**src/hdl/exec_map.vh**
```
// Constants for the instruction execute block: opcode codes, limits,
// software port offsets and field positions.
// Assumes inclusion by bare name from every design file that needs them.
`ifndef EXEC_MAP_VH
`define EXEC_MAP_VH

// ----------------------------------------------------------------
// Opcode codes presented by the fetch stage on i_op
// ----------------------------------------------------------------
`define OP_IDLE_OP 5'h00
`define OP_OR_IMMEDIATE 5'h01
`define OP_READ_CTRL_ONE 5'h02
`define OP_WRITE_CTRL_ONE 5'h03
`define OP_LONG_SUB_JUMP 5'h04
`define OP_LONG_JUMP 5'h05
`define OP_LOAD_IMMEDIATE 5'h06
`define OP_STORE_WORKING 5'h07
`define OP_COPY_FILE_REG 5'h08
`define OP_LITERAL_EXIT 5'h09
`define OP_IRQ_EXIT 5'h0a
`define OP_SUB_EXIT 5'h0b
`define OP_ROTATE_LEFT 5'h0c
`define OP_ROTATE_RIGHT 5'h0d
`define OP_SUB_BORROW_REG 5'h0e
`define OP_SUB_BORROW_IMM 5'h0f
`define OP_READ_CTRL_TWO 5'h10
`define OP_WRITE_CTRL_TWO 5'h11
`define OP_HALT_ENTRY 5'h12

// ----------------------------------------------------------------
// Limits and reset values
// ----------------------------------------------------------------
`define PAGE_ONE_READ_MIN 4'h5
`define STACK_DEPTH 8
`define STACK_PTR_W 4
`define PC_RESET 10'h000
`define DATA_RESET 8'h00
`define WDT_DIV_LAST 8'hff

// ----------------------------------------------------------------
// Software port offsets
// ----------------------------------------------------------------
`define OFS_CONTROL 4'h0
`define OFS_STATUS 4'h1
`define OFS_WORKING 4'h2
`define OFS_PC_LOW 4'h3
`define OFS_PC_HIGH 4'h4
`define OFS_WATCHDOG 4'h5
`define OFS_STACK_PTR 4'h6

// ----------------------------------------------------------------
// Field positions
// ----------------------------------------------------------------
`define CTL_WDT_EN 0
`define CTL_WAKE 1
`define ST_CARRY 0
`define ST_HALF 1
`define ST_ZERO 2
`define ST_PD 3
`define ST_TO 4
`define ST_GIE 5
`define ST_HALT 6
`define ST_BUSY 7

`endif

```
**src/hdl/call_stack.v**
```verilog
// Return address stack for calls and returns, eight entries deep.
// Assumes push and pop never arrive in the same cycle.
`timescale 1ns/1ps
`default_nettype none
`include "exec_map.vh"

module call_stack (
    // Clock and reset
    input wire i_mclk,
    input wire i_reset,
    // Push and pop
    input wire i_push,
    input wire i_pop,
    input wire [9:0] i_push_addr,
    // Stack state
    output wire [9:0] o_top,
    output wire [3:0] o_depth
);

reg [9:0] entry_reg [0:`STACK_DEPTH-1];
reg [3:0] ptr_reg;
wire [2:0] wr_idx;
wire [2:0] rd_idx;

// Push writes above the top, wrapping like the real hardware
assign wr_idx = ptr_reg[2:0];
assign rd_idx = ptr_reg[2:0] - 3'h1;
assign o_top = entry_reg[rd_idx];
assign o_depth = ptr_reg;

// ----------------------------------------------------------------
// Storage, one slot per entry
// ----------------------------------------------------------------
genvar g;
generate
    for (g = 0; g < `STACK_DEPTH; g = g + 1) begin : slot
        always @(posedge i_mclk) begin
            if (i_reset) begin
                entry_reg[g] <= `PC_RESET;
            end else if (i_push && wr_idx == g) begin
                entry_reg[g] <= i_push_addr;
            end
        end
    end
endgenerate

// Pointer moves up on push, down on pop
always @(posedge i_mclk) begin
    if (i_reset) begin
        ptr_reg <= 4'h0;
    end else if (i_push && ptr_reg != 4'h8) begin
        ptr_reg <= ptr_reg + 4'h1;
    end else if (i_pop && ptr_reg != 4'h0) begin
        ptr_reg <= ptr_reg - 4'h1;
    end
end

endmodule
`default_nettype wire

```
**src/hdl/exec_subset.v**
```verilog
// Execute stage for one subset of an 8-bit microcontroller core.
// Assumes the fetch stage presents one decoded instruction per cycle
// while o_ready is high, and software uses the plain register port.
//
// Design decisions made here: the plain strobed port and the register offsets.
`timescale 1ns/1ps
`default_nettype none
`include "exec_map.vh"

module exec_subset (
    // Clock and reset
    input wire i_mclk,
    input wire i_reset,
    // Instruction from fetch
    input wire i_valid,
    input wire [4:0] i_op,
    input wire [9:0] i_operand,
    input wire i_dest,
    // Interrupt request from peripherals
    input wire i_irq_req,
    // Software register port
    input wire [3:0] i_addr,
    input wire [7:0] i_wdata,
    input wire i_wr,
    input wire i_rd,
    output reg [7:0] o_rdata,
    // Core state
    output reg o_ready,
    output reg [9:0] o_pc,
    output reg [7:0] o_acc,
    output reg o_halt,
    output reg o_irq_take
);

// ----------------------------------------------------------------
// State
// ----------------------------------------------------------------
reg [7:0] acc_reg;
reg [9:0] pc_reg;
reg carry_reg;
reg half_borrow_bit_reg;
reg zero_reg;
reg global_irq_enable_reg;
reg watchdog_expiry_flag_reg;
reg powerdown_flag_reg;
reg halt_reg;
reg busy_reg;
reg wdt_en_reg;
reg [7:0] watchdog_counter_reg;
reg [7:0] watchdog_divider_reg;
reg [7:0] file_reg [0:63];
reg [7:0] page_one_reg [0:15];
reg [7:0] page_two_reg [0:15];

// Next values
reg [7:0] acc_next;
reg [9:0] pc_next;
reg carry_next;
reg half_next;
reg zero_next;
reg gie_next;
reg halt_next;
reg busy_next;
reg file_we;
reg one_we;
reg two_we;
reg push;
reg pop;
reg wdt_clear;
reg flag_write;

wire [9:0] stack_top;
wire [3:0] stack_depth;
wire exec;
wire [5:0] faddr;
wire [3:0] paddr;
wire [7:0] literal;
wire [7:0] fval;
wire [7:0] sub_src;
wire [8:0] sub_sum;
wire [4:0] sub_low;
wire [7:0] rot_left;
wire [7:0] rot_right;
reg [7:0] result;

// ----------------------------------------------------------------
// Operand fields and datapath
// ----------------------------------------------------------------
assign exec = i_valid && !busy_reg && !halt_reg;
assign faddr = i_operand[5:0];
assign paddr = i_operand[3:0];
assign literal = i_operand[7:0];
assign fval = file_reg[faddr];

// Borrow subtract shares one adder for both sources
assign sub_src = (i_op == `OP_SUB_BORROW_IMM) ? literal : fval;
assign sub_sum = {1'b0, sub_src} + {1'b0, ~acc_reg} + {8'h00, carry_reg};
assign sub_low = {1'b0, sub_src[3:0]} + {1'b0, ~acc_reg[3:0]}
    + {4'h0, carry_reg};

// Rotates through carry
assign rot_left = {fval[6:0], carry_reg};
assign rot_right = {carry_reg, fval[7:1]};

// ----------------------------------------------------------------
// Return address stack
// ----------------------------------------------------------------
call_stack u_stack (
    .i_mclk(i_mclk),
    .i_reset(i_reset),
    .i_push(push),
    .i_pop(pop),
    .i_push_addr(pc_reg + 10'h001),
    .o_top(stack_top),
    .o_depth(stack_depth)
);

// ----------------------------------------------------------------
// Decode and execute
// ----------------------------------------------------------------
always @* begin
    acc_next = acc_reg;
    pc_next = pc_reg;
    carry_next = carry_reg;
    half_next = half_borrow_bit_reg;
    zero_next = zero_reg;
    gie_next = global_irq_enable_reg;
    halt_next = halt_reg;
    busy_next = 1'b0;
    file_we = 1'b0;
    one_we = 1'b0;
    two_we = 1'b0;
    push = 1'b0;
    pop = 1'b0;
    wdt_clear = 1'b0;
    flag_write = 1'b0;
    result = fval;
    if (exec) begin
        pc_next = pc_reg + 10'h001;
        case (i_op)
            `OP_IDLE_OP: begin
                pc_next = pc_reg + 10'h001;
            end
            `OP_OR_IMMEDIATE: begin
                acc_next = acc_reg | literal;
                zero_next = ((acc_reg | literal) == 8'h00);
            end
            `OP_READ_CTRL_ONE: begin
                // Indices below five read as zero
                if (paddr >= `PAGE_ONE_READ_MIN) begin
                    acc_next = page_one_reg[paddr];
                end else begin
                    acc_next = `DATA_RESET;
                end
            end
            `OP_WRITE_CTRL_ONE: begin
                one_we = 1'b1;
            end
            `OP_LONG_SUB_JUMP: begin
                push = 1'b1;
                pc_next = i_operand;
                busy_next = 1'b1;
            end
            `OP_LONG_JUMP: begin
                pc_next = i_operand;
                busy_next = 1'b1;
            end
            `OP_LOAD_IMMEDIATE: begin
                acc_next = literal;
            end
            `OP_STORE_WORKING: begin
                file_we = 1'b1;
                result = acc_reg;
            end
            `OP_COPY_FILE_REG: begin
                flag_write = 1'b1;
                result = fval;
                zero_next = (fval == 8'h00);
            end
            `OP_LITERAL_EXIT: begin
                acc_next = literal;
                pop = 1'b1;
                pc_next = stack_top;
                gie_next = 1'b1;
                busy_next = 1'b1;
            end
            `OP_IRQ_EXIT: begin
                pop = 1'b1;
                pc_next = stack_top;
                gie_next = 1'b1;
                busy_next = 1'b1;
            end
            `OP_SUB_EXIT: begin
                pop = 1'b1;
                pc_next = stack_top;
                busy_next = 1'b1;
            end
            `OP_ROTATE_LEFT: begin
                flag_write = 1'b1;
                result = rot_left;
                carry_next = fval[7];
            end
            `OP_ROTATE_RIGHT: begin
                flag_write = 1'b1;
                result = rot_right;
                carry_next = fval[0];
            end
            `OP_SUB_BORROW_REG: begin
                flag_write = 1'b1;
                result = sub_sum[7:0];
                carry_next = sub_sum[8];
                half_next = sub_low[4];
                zero_next = (sub_sum[7:0] == 8'h00);
            end
            `OP_SUB_BORROW_IMM: begin
                acc_next = sub_sum[7:0];
                carry_next = sub_sum[8];
                half_next = sub_low[4];
                zero_next = (sub_sum[7:0] == 8'h00);
            end
            `OP_READ_CTRL_TWO: begin
                acc_next = page_two_reg[paddr];
            end
            `OP_WRITE_CTRL_TWO: begin
                two_we = 1'b1;
            end
            `OP_HALT_ENTRY: begin
                wdt_clear = 1'b1;
                halt_next = 1'b1;
            end
            default: begin
                pc_next = pc_reg + 10'h001;
            end
        endcase
        // Result routing for ops that carry a destination bit
        if (flag_write) begin
            if (i_dest) begin
                file_we = 1'b1;
            end else begin
                acc_next = result;
            end
        end
    end
    // Software wake releases halt mode
    if (halt_reg && i_wr && i_addr == `OFS_CONTROL
        && i_wdata[`CTL_WAKE]) begin
        halt_next = 1'b0;
    end
end

// ----------------------------------------------------------------
// Core registers
// ----------------------------------------------------------------
always @(posedge i_mclk) begin
    if (i_reset) begin
        acc_reg <= `DATA_RESET;
        pc_reg <= `PC_RESET;
        carry_reg <= 1'b0;
        half_borrow_bit_reg <= 1'b0;
        zero_reg <= 1'b0;
        global_irq_enable_reg <= 1'b0;
        halt_reg <= 1'b0;
        busy_reg <= 1'b0;
    end else begin
        acc_reg <= acc_next;
        pc_reg <= pc_next;
        carry_reg <= carry_next;
        half_borrow_bit_reg <= half_next;
        zero_reg <= zero_next;
        global_irq_enable_reg <= gie_next;
        halt_reg <= halt_next;
        busy_reg <= busy_next;
    end
end

// Reset status bits and halt entry update
always @(posedge i_mclk) begin
    if (i_reset) begin
        watchdog_expiry_flag_reg <= 1'b1;
        powerdown_flag_reg <= 1'b1;
    end else if (wdt_clear) begin
        watchdog_expiry_flag_reg <= 1'b1;
        powerdown_flag_reg <= 1'b0;
    end
end

// ----------------------------------------------------------------
// Register files
// ----------------------------------------------------------------
genvar g;
generate
    for (g = 0; g < 64; g = g + 1) begin : file_slot
        always @(posedge i_mclk) begin
            if (i_reset) begin
                file_reg[g] <= `DATA_RESET;
            end else if (file_we && faddr == g) begin
                file_reg[g] <= result;
            end
        end
    end
    for (g = 0; g < 16; g = g + 1) begin : page_slot
        always @(posedge i_mclk) begin
            if (i_reset) begin
                page_one_reg[g] <= `DATA_RESET;
                page_two_reg[g] <= `DATA_RESET;
            end else begin
                if (one_we && paddr == g) begin
                    page_one_reg[g] <= acc_reg;
                end
                if (two_we && paddr == g) begin
                    page_two_reg[g] <= acc_reg;
                end
            end
        end
    end
endgenerate

// ----------------------------------------------------------------
// Watchdog divider and counter
// ----------------------------------------------------------------
always @(posedge i_mclk) begin
    if (i_reset) begin
        watchdog_divider_reg <= 8'h00;
        watchdog_counter_reg <= 8'h00;
    end else if (wdt_clear) begin
        watchdog_divider_reg <= 8'h00;
        watchdog_counter_reg <= 8'h00;
    end else if (wdt_en_reg) begin
        watchdog_divider_reg <= watchdog_divider_reg + 8'h01;
        if (watchdog_divider_reg == `WDT_DIV_LAST) begin
            watchdog_counter_reg <= watchdog_counter_reg + 8'h01;
        end
    end
end

// ----------------------------------------------------------------
// Software port
// ----------------------------------------------------------------
// Control write: watchdog enable
always @(posedge i_mclk) begin
    if (i_reset) begin
        wdt_en_reg <= 1'b0;
    end else if (i_wr && i_addr == `OFS_CONTROL) begin
        wdt_en_reg <= i_wdata[`CTL_WDT_EN];
    end
end

// Read data one cycle after the strobe, zero otherwise
always @(posedge i_mclk) begin
    if (i_reset) begin
        o_rdata <= 8'h00;
    end else if (i_rd) begin
        case (i_addr)
            `OFS_CONTROL: o_rdata <= {7'h00, wdt_en_reg};
            `OFS_STATUS: o_rdata <= {busy_reg, halt_reg,
                global_irq_enable_reg, watchdog_expiry_flag_reg,
                powerdown_flag_reg, zero_reg, half_borrow_bit_reg,
                carry_reg};
            `OFS_WORKING: o_rdata <= acc_reg;
            `OFS_PC_LOW: o_rdata <= pc_reg[7:0];
            `OFS_PC_HIGH: o_rdata <= {6'h00, pc_reg[9:8]};
            `OFS_WATCHDOG: o_rdata <= watchdog_counter_reg;
            `OFS_STACK_PTR: o_rdata <= {4'h0, stack_depth};
            default: o_rdata <= 8'h00;
        endcase
    end else begin
        o_rdata <= 8'h00;
    end
end

// ----------------------------------------------------------------
// Outputs
// ----------------------------------------------------------------
always @(posedge i_mclk) begin
    if (i_reset) begin
        o_ready <= 1'b0;
        o_pc <= `PC_RESET;
        o_acc <= `DATA_RESET;
        o_halt <= 1'b0;
        o_irq_take <= 1'b0;
    end else begin
        o_ready <= !busy_next && !halt_next;
        o_pc <= pc_next;
        o_acc <= acc_next;
        o_halt <= halt_next;
        o_irq_take <= i_irq_req && gie_next;
    end
end

endmodule
`default_nettype wire

```
**config.mk**
```make
export PLATFORM = sky130hd
export DESIGN_NAME = exec_subset
export DESIGN_NICKNAME = d
export VERILOG_FILES = /design/src/hdl/call_stack.v /design/src/hdl/exec_subset.v
export VERILOG_INCLUDE_DIRS = /design/src /design/src/hdl
export SDC_FILE = /design/constraint.sdc
export NUM_CORES = 2
export LEC_CHECK = 0
export BUFFER_PORTS_ARGS = -buffer_cell sky130_fd_sc_hd__buf_2
export CAP_MARGIN = 40
export CORE_MARGIN = 2
export CORE_UTILIZATION = 55
export DETAILED_ROUTE_END_ITERATION = 8
export GPL_TIMING_DRIVEN = 0
export PLACE_DENSITY = 0.8
export SLEW_MARGIN = 30
export SYNTH_ARGS = -nofsm -noshare
export SYNTH_HDL_FRONTEND = slang
export SYNTH_SLANG_ARGS = --single-unit
```
**constraint.sdc**
```tcl
create_clock -name i_mclk -period 9.4 [get_ports i_mclk]
set_input_delay 0.47 -clock i_mclk [delete_from_list [all_inputs] [get_ports i_mclk]]
set_output_delay 0.47 -clock i_mclk [all_outputs]
set_load 0.01 [all_outputs]
```
==> flow_summary.toml <==
[outcome]
status = "completed"

[routing]
first_iter_violations = 7183
routed_wire_length_per_instance_microns = 35.21
wl_mm = 165.8
route.detailed.drc = 0
num_vias = 35207
antenna_left = 0
vias_per_cell = 7.475
dr.pass1.iters = 7

[final_layout]
areaGrowthSynthToFinish_pct = 12.85
final_common_cell = "edfxtp_1"
fill_cells = 5816
num-nets-final = 3646
design_area_sq_um = 48670
layout_common_cells = "836 x edfxtp_1, 482 x nor3_1, 322 x nor2_1"
fin_cells = 4710
largest_register_ffs = 512
drive_gt1_share_pct = 16.92

[logic_synthesis]
synth_edf_count = 836
syn_nets = 3402
synth_flop_cell = "edfxtp_1"
yosysWarnings = 0
synth_seq_cells = 892
seq_area_frac_synth_pct = 60.81
synth_cell_types = 80
avgSynthCellArea_sq_um = 12.88
synth_area_sq_um = 43130
syn_inst = 3347
yosysTopAreaCell = "edfxtp_1"
yosys-top-cells-area = "edfxtp_1 58%, mux4_2 8.2%, nor3_1 5.7%"
ys_async_sr_fraction_pct = 0
netlist.area_leader.share_pct = 58.21

[run]
drv_cap = 0

[floorplan]
boundaryPins = 63
row_count = 102
die_y_microns = 284.0
dieArea_sq_um = 80660
start_util_pct = 55.58
die_x_microns = 284.0
core-area_sq_um = 77590

[clock_tree]
cts_resized = 0
cts_tree = "yes"
htreeDepth = 3
cts_root_buf = "clkbuf_16"
clock_path_buffers = 3
cts_buffers = 91
clock_sinks = 892
cts_hold_buf = 1
postCtsSetupBuffers = 0
insertion_delay_ns = 0.69
clkSlewWorstSetupHoldPaths_ns = 0.06

[global_routing]
antenna_found_initial = 5
grt_pass1_wl_mm = 232.8
grt_use_total_pct = 40.47
grt_max_degree = 15
grt-ovfl-total = 0
first_global_vias = 33034

[power]
seqPwrFrac_pct = 48.2
powerDensity_nw_per_um2 = 192.5
p_leak_uw = 0.01684
p_switching_uw = 2502
ir_drop_uv = 172.5
p_int_uw = 6864
swShare_pct = 26.71
p_comb_share_pct = 12.1
p_clk_share_pct = 39.7

[sta]
setup_slack_ns = 2.219
slew_headroom_pct = 25.58
period_needed_ns = 7.181
worst_pin_slew_ns = 1.112
max_freq_mhz = 139.3
fin_skew_ns = 0.03148
hold_viol = 0
rsz0062_at_grt = "false"
drv_slew = 0
setup_viol = 0
fin_setup_tns_ns = 0
period_share_pct = 76.39

[place]
place.port_buffers = 48
dp.cells = 4511
gp_congestion = 1.071
pre_cts_ws_ns = 1.930
dpl.hpwl_mm = 117.5
post_dp_cell_area_sq_um = 45450

[worst_setup_path]
critPathMaxFanout = 10
rr_worst_depth = 18
rr_startpoint = "file_reg[32][0]"
cp-start-kind = "input pin"
critical_path.startpoint = "i_operand[3]"
reg2reg_slack_ns = 2.93
crit-reg2reg-capture = "file_reg[48][6]"
worstPathArrival_ns = 7.56
end_kind = "flip-flop"
worstPathRequired_ns = 9.78
crit_end = "file_reg[48][6]"
path_class = "input pin to flip-flop"

[worst_hold_path]
hold_class = "input pin to flip-flop"
[critical path, stage by stage]
cell       delay, ns
buf_2           0.17
buf_2           0.47
buf_2           0.53
buf_1           0.71
clkbuf_1        0.72
buf_2           0.44
buf_1           0.73
nand2_1         0.08
o21ai_0         0.17
ha_1            0.35
o21ai_0         0.25
o21ai_0         0.17
a211oi_1        0.53
a221oi_1        0.19
o2111ai_1       0.26
nor4_4          0.08
buf_4           0.25
buf_6           0.17
buf_6           0.15
nor3_1          0.61
[cells in the mapped netlist (51+ instances only)]
cell type / number
o21bai_1: 81
mux2i_1: 141
a21oi_1: 68
nand3_1: 51
nor2_1: 327
nor4_1: 125
dfxtp_1: 56
edfxtp_1: 836
buf_2: 55
clkbuf_1: 229
a211oi_1: 77
nor3_1: 490
mux4_2: 157
nand2_1: 155
[metal layers]
| layer | part of all wire, % | GRT usage [%] | wire [microns] | up-vias |
|---|---|---|---|---|
| met4 | 8.1 | 23.22 | 13360 | 10 |
| met2 | 41 | 56.93 | 67740 | 3974 |
| met3 | 19 | 20.00 | 31900 | 903 |
| li1 | - | - | - | 13575 |
| met5 | 0.10 | 0.8929 | 172 | - |
| met1 | 32 | 50.62 | 52650 | 16745 |
[power groups by stage]
stage               Combinational (uW)  Clock, uW  Sequential, uW
finish                            1130       3720            4510
global route                      1130       3810            4520
CTS                               1040       3660            4510
detailed placement                1030          0            4590
global placement                   990          0            4590
floorplan                          593          0            4570
[worst min-delay path by stage]
| stage | start | endpoint | cells after the start |
|---|---|---|---|
| 6_report | i_wdata[0] | wdt_en_reg | 3 |
| 5_1_grt | i_wdata[0] | wdt_en_reg | 3 |
| 4_1_cts | i_wdata[0] | wdt_en_reg | 3 |
| 3_5_place_dp | powerdown_flag_reg | powerdown_flag_reg | 1 |
| 3_3_place_gp | powerdown_flag_reg | powerdown_flag_reg | 1 |
| 2_1_floorplan | powerdown_flag_reg | powerdown_flag_reg | 1 |
[per-stage QoR]
stage	hold WS [ns]	util [%]	total power, uW
after CTS	0.1079	62.43	9205
final	0.1127	62.72	9366
after detailed placement	0.4429	58.58	5622
after floorplan	0.4273	-	5161
after global placement	0.4345	57.56	5576
after global routing	0.1260	62.71	9459
[logic make-up after synthesis]
| family | share of synthesized area, % |
|---|---|
| adder cells (fa/ha/maj) | 0.6615 |
| AND/OR/NAND/NOR | 14.09 |
| XOR/XNOR | 0.6093 |
| AO/OA/AOI/OAI | 7.900 |
| multiplexers | 12.12 |
| buffers and inverters | 3.798 |
| flip-flops | 60.81 |
[area by class of cell]
type	instances	area (sq um)	area share (%)
clock buffer	112	2450	5.034
multi-input combinational	2093	15460	31.77
inverter	26	97.59	0.2005
buffer	336	1551	3.188
timing repair buffer	151	1037	2.131
antenna	5	12.51	0.02571
tap	1040	1301	2.674
clock inverter	55	531.8	1.093
sequential	892	26230	53.89
Note: power is estimated with default switching activity, not from simulation.
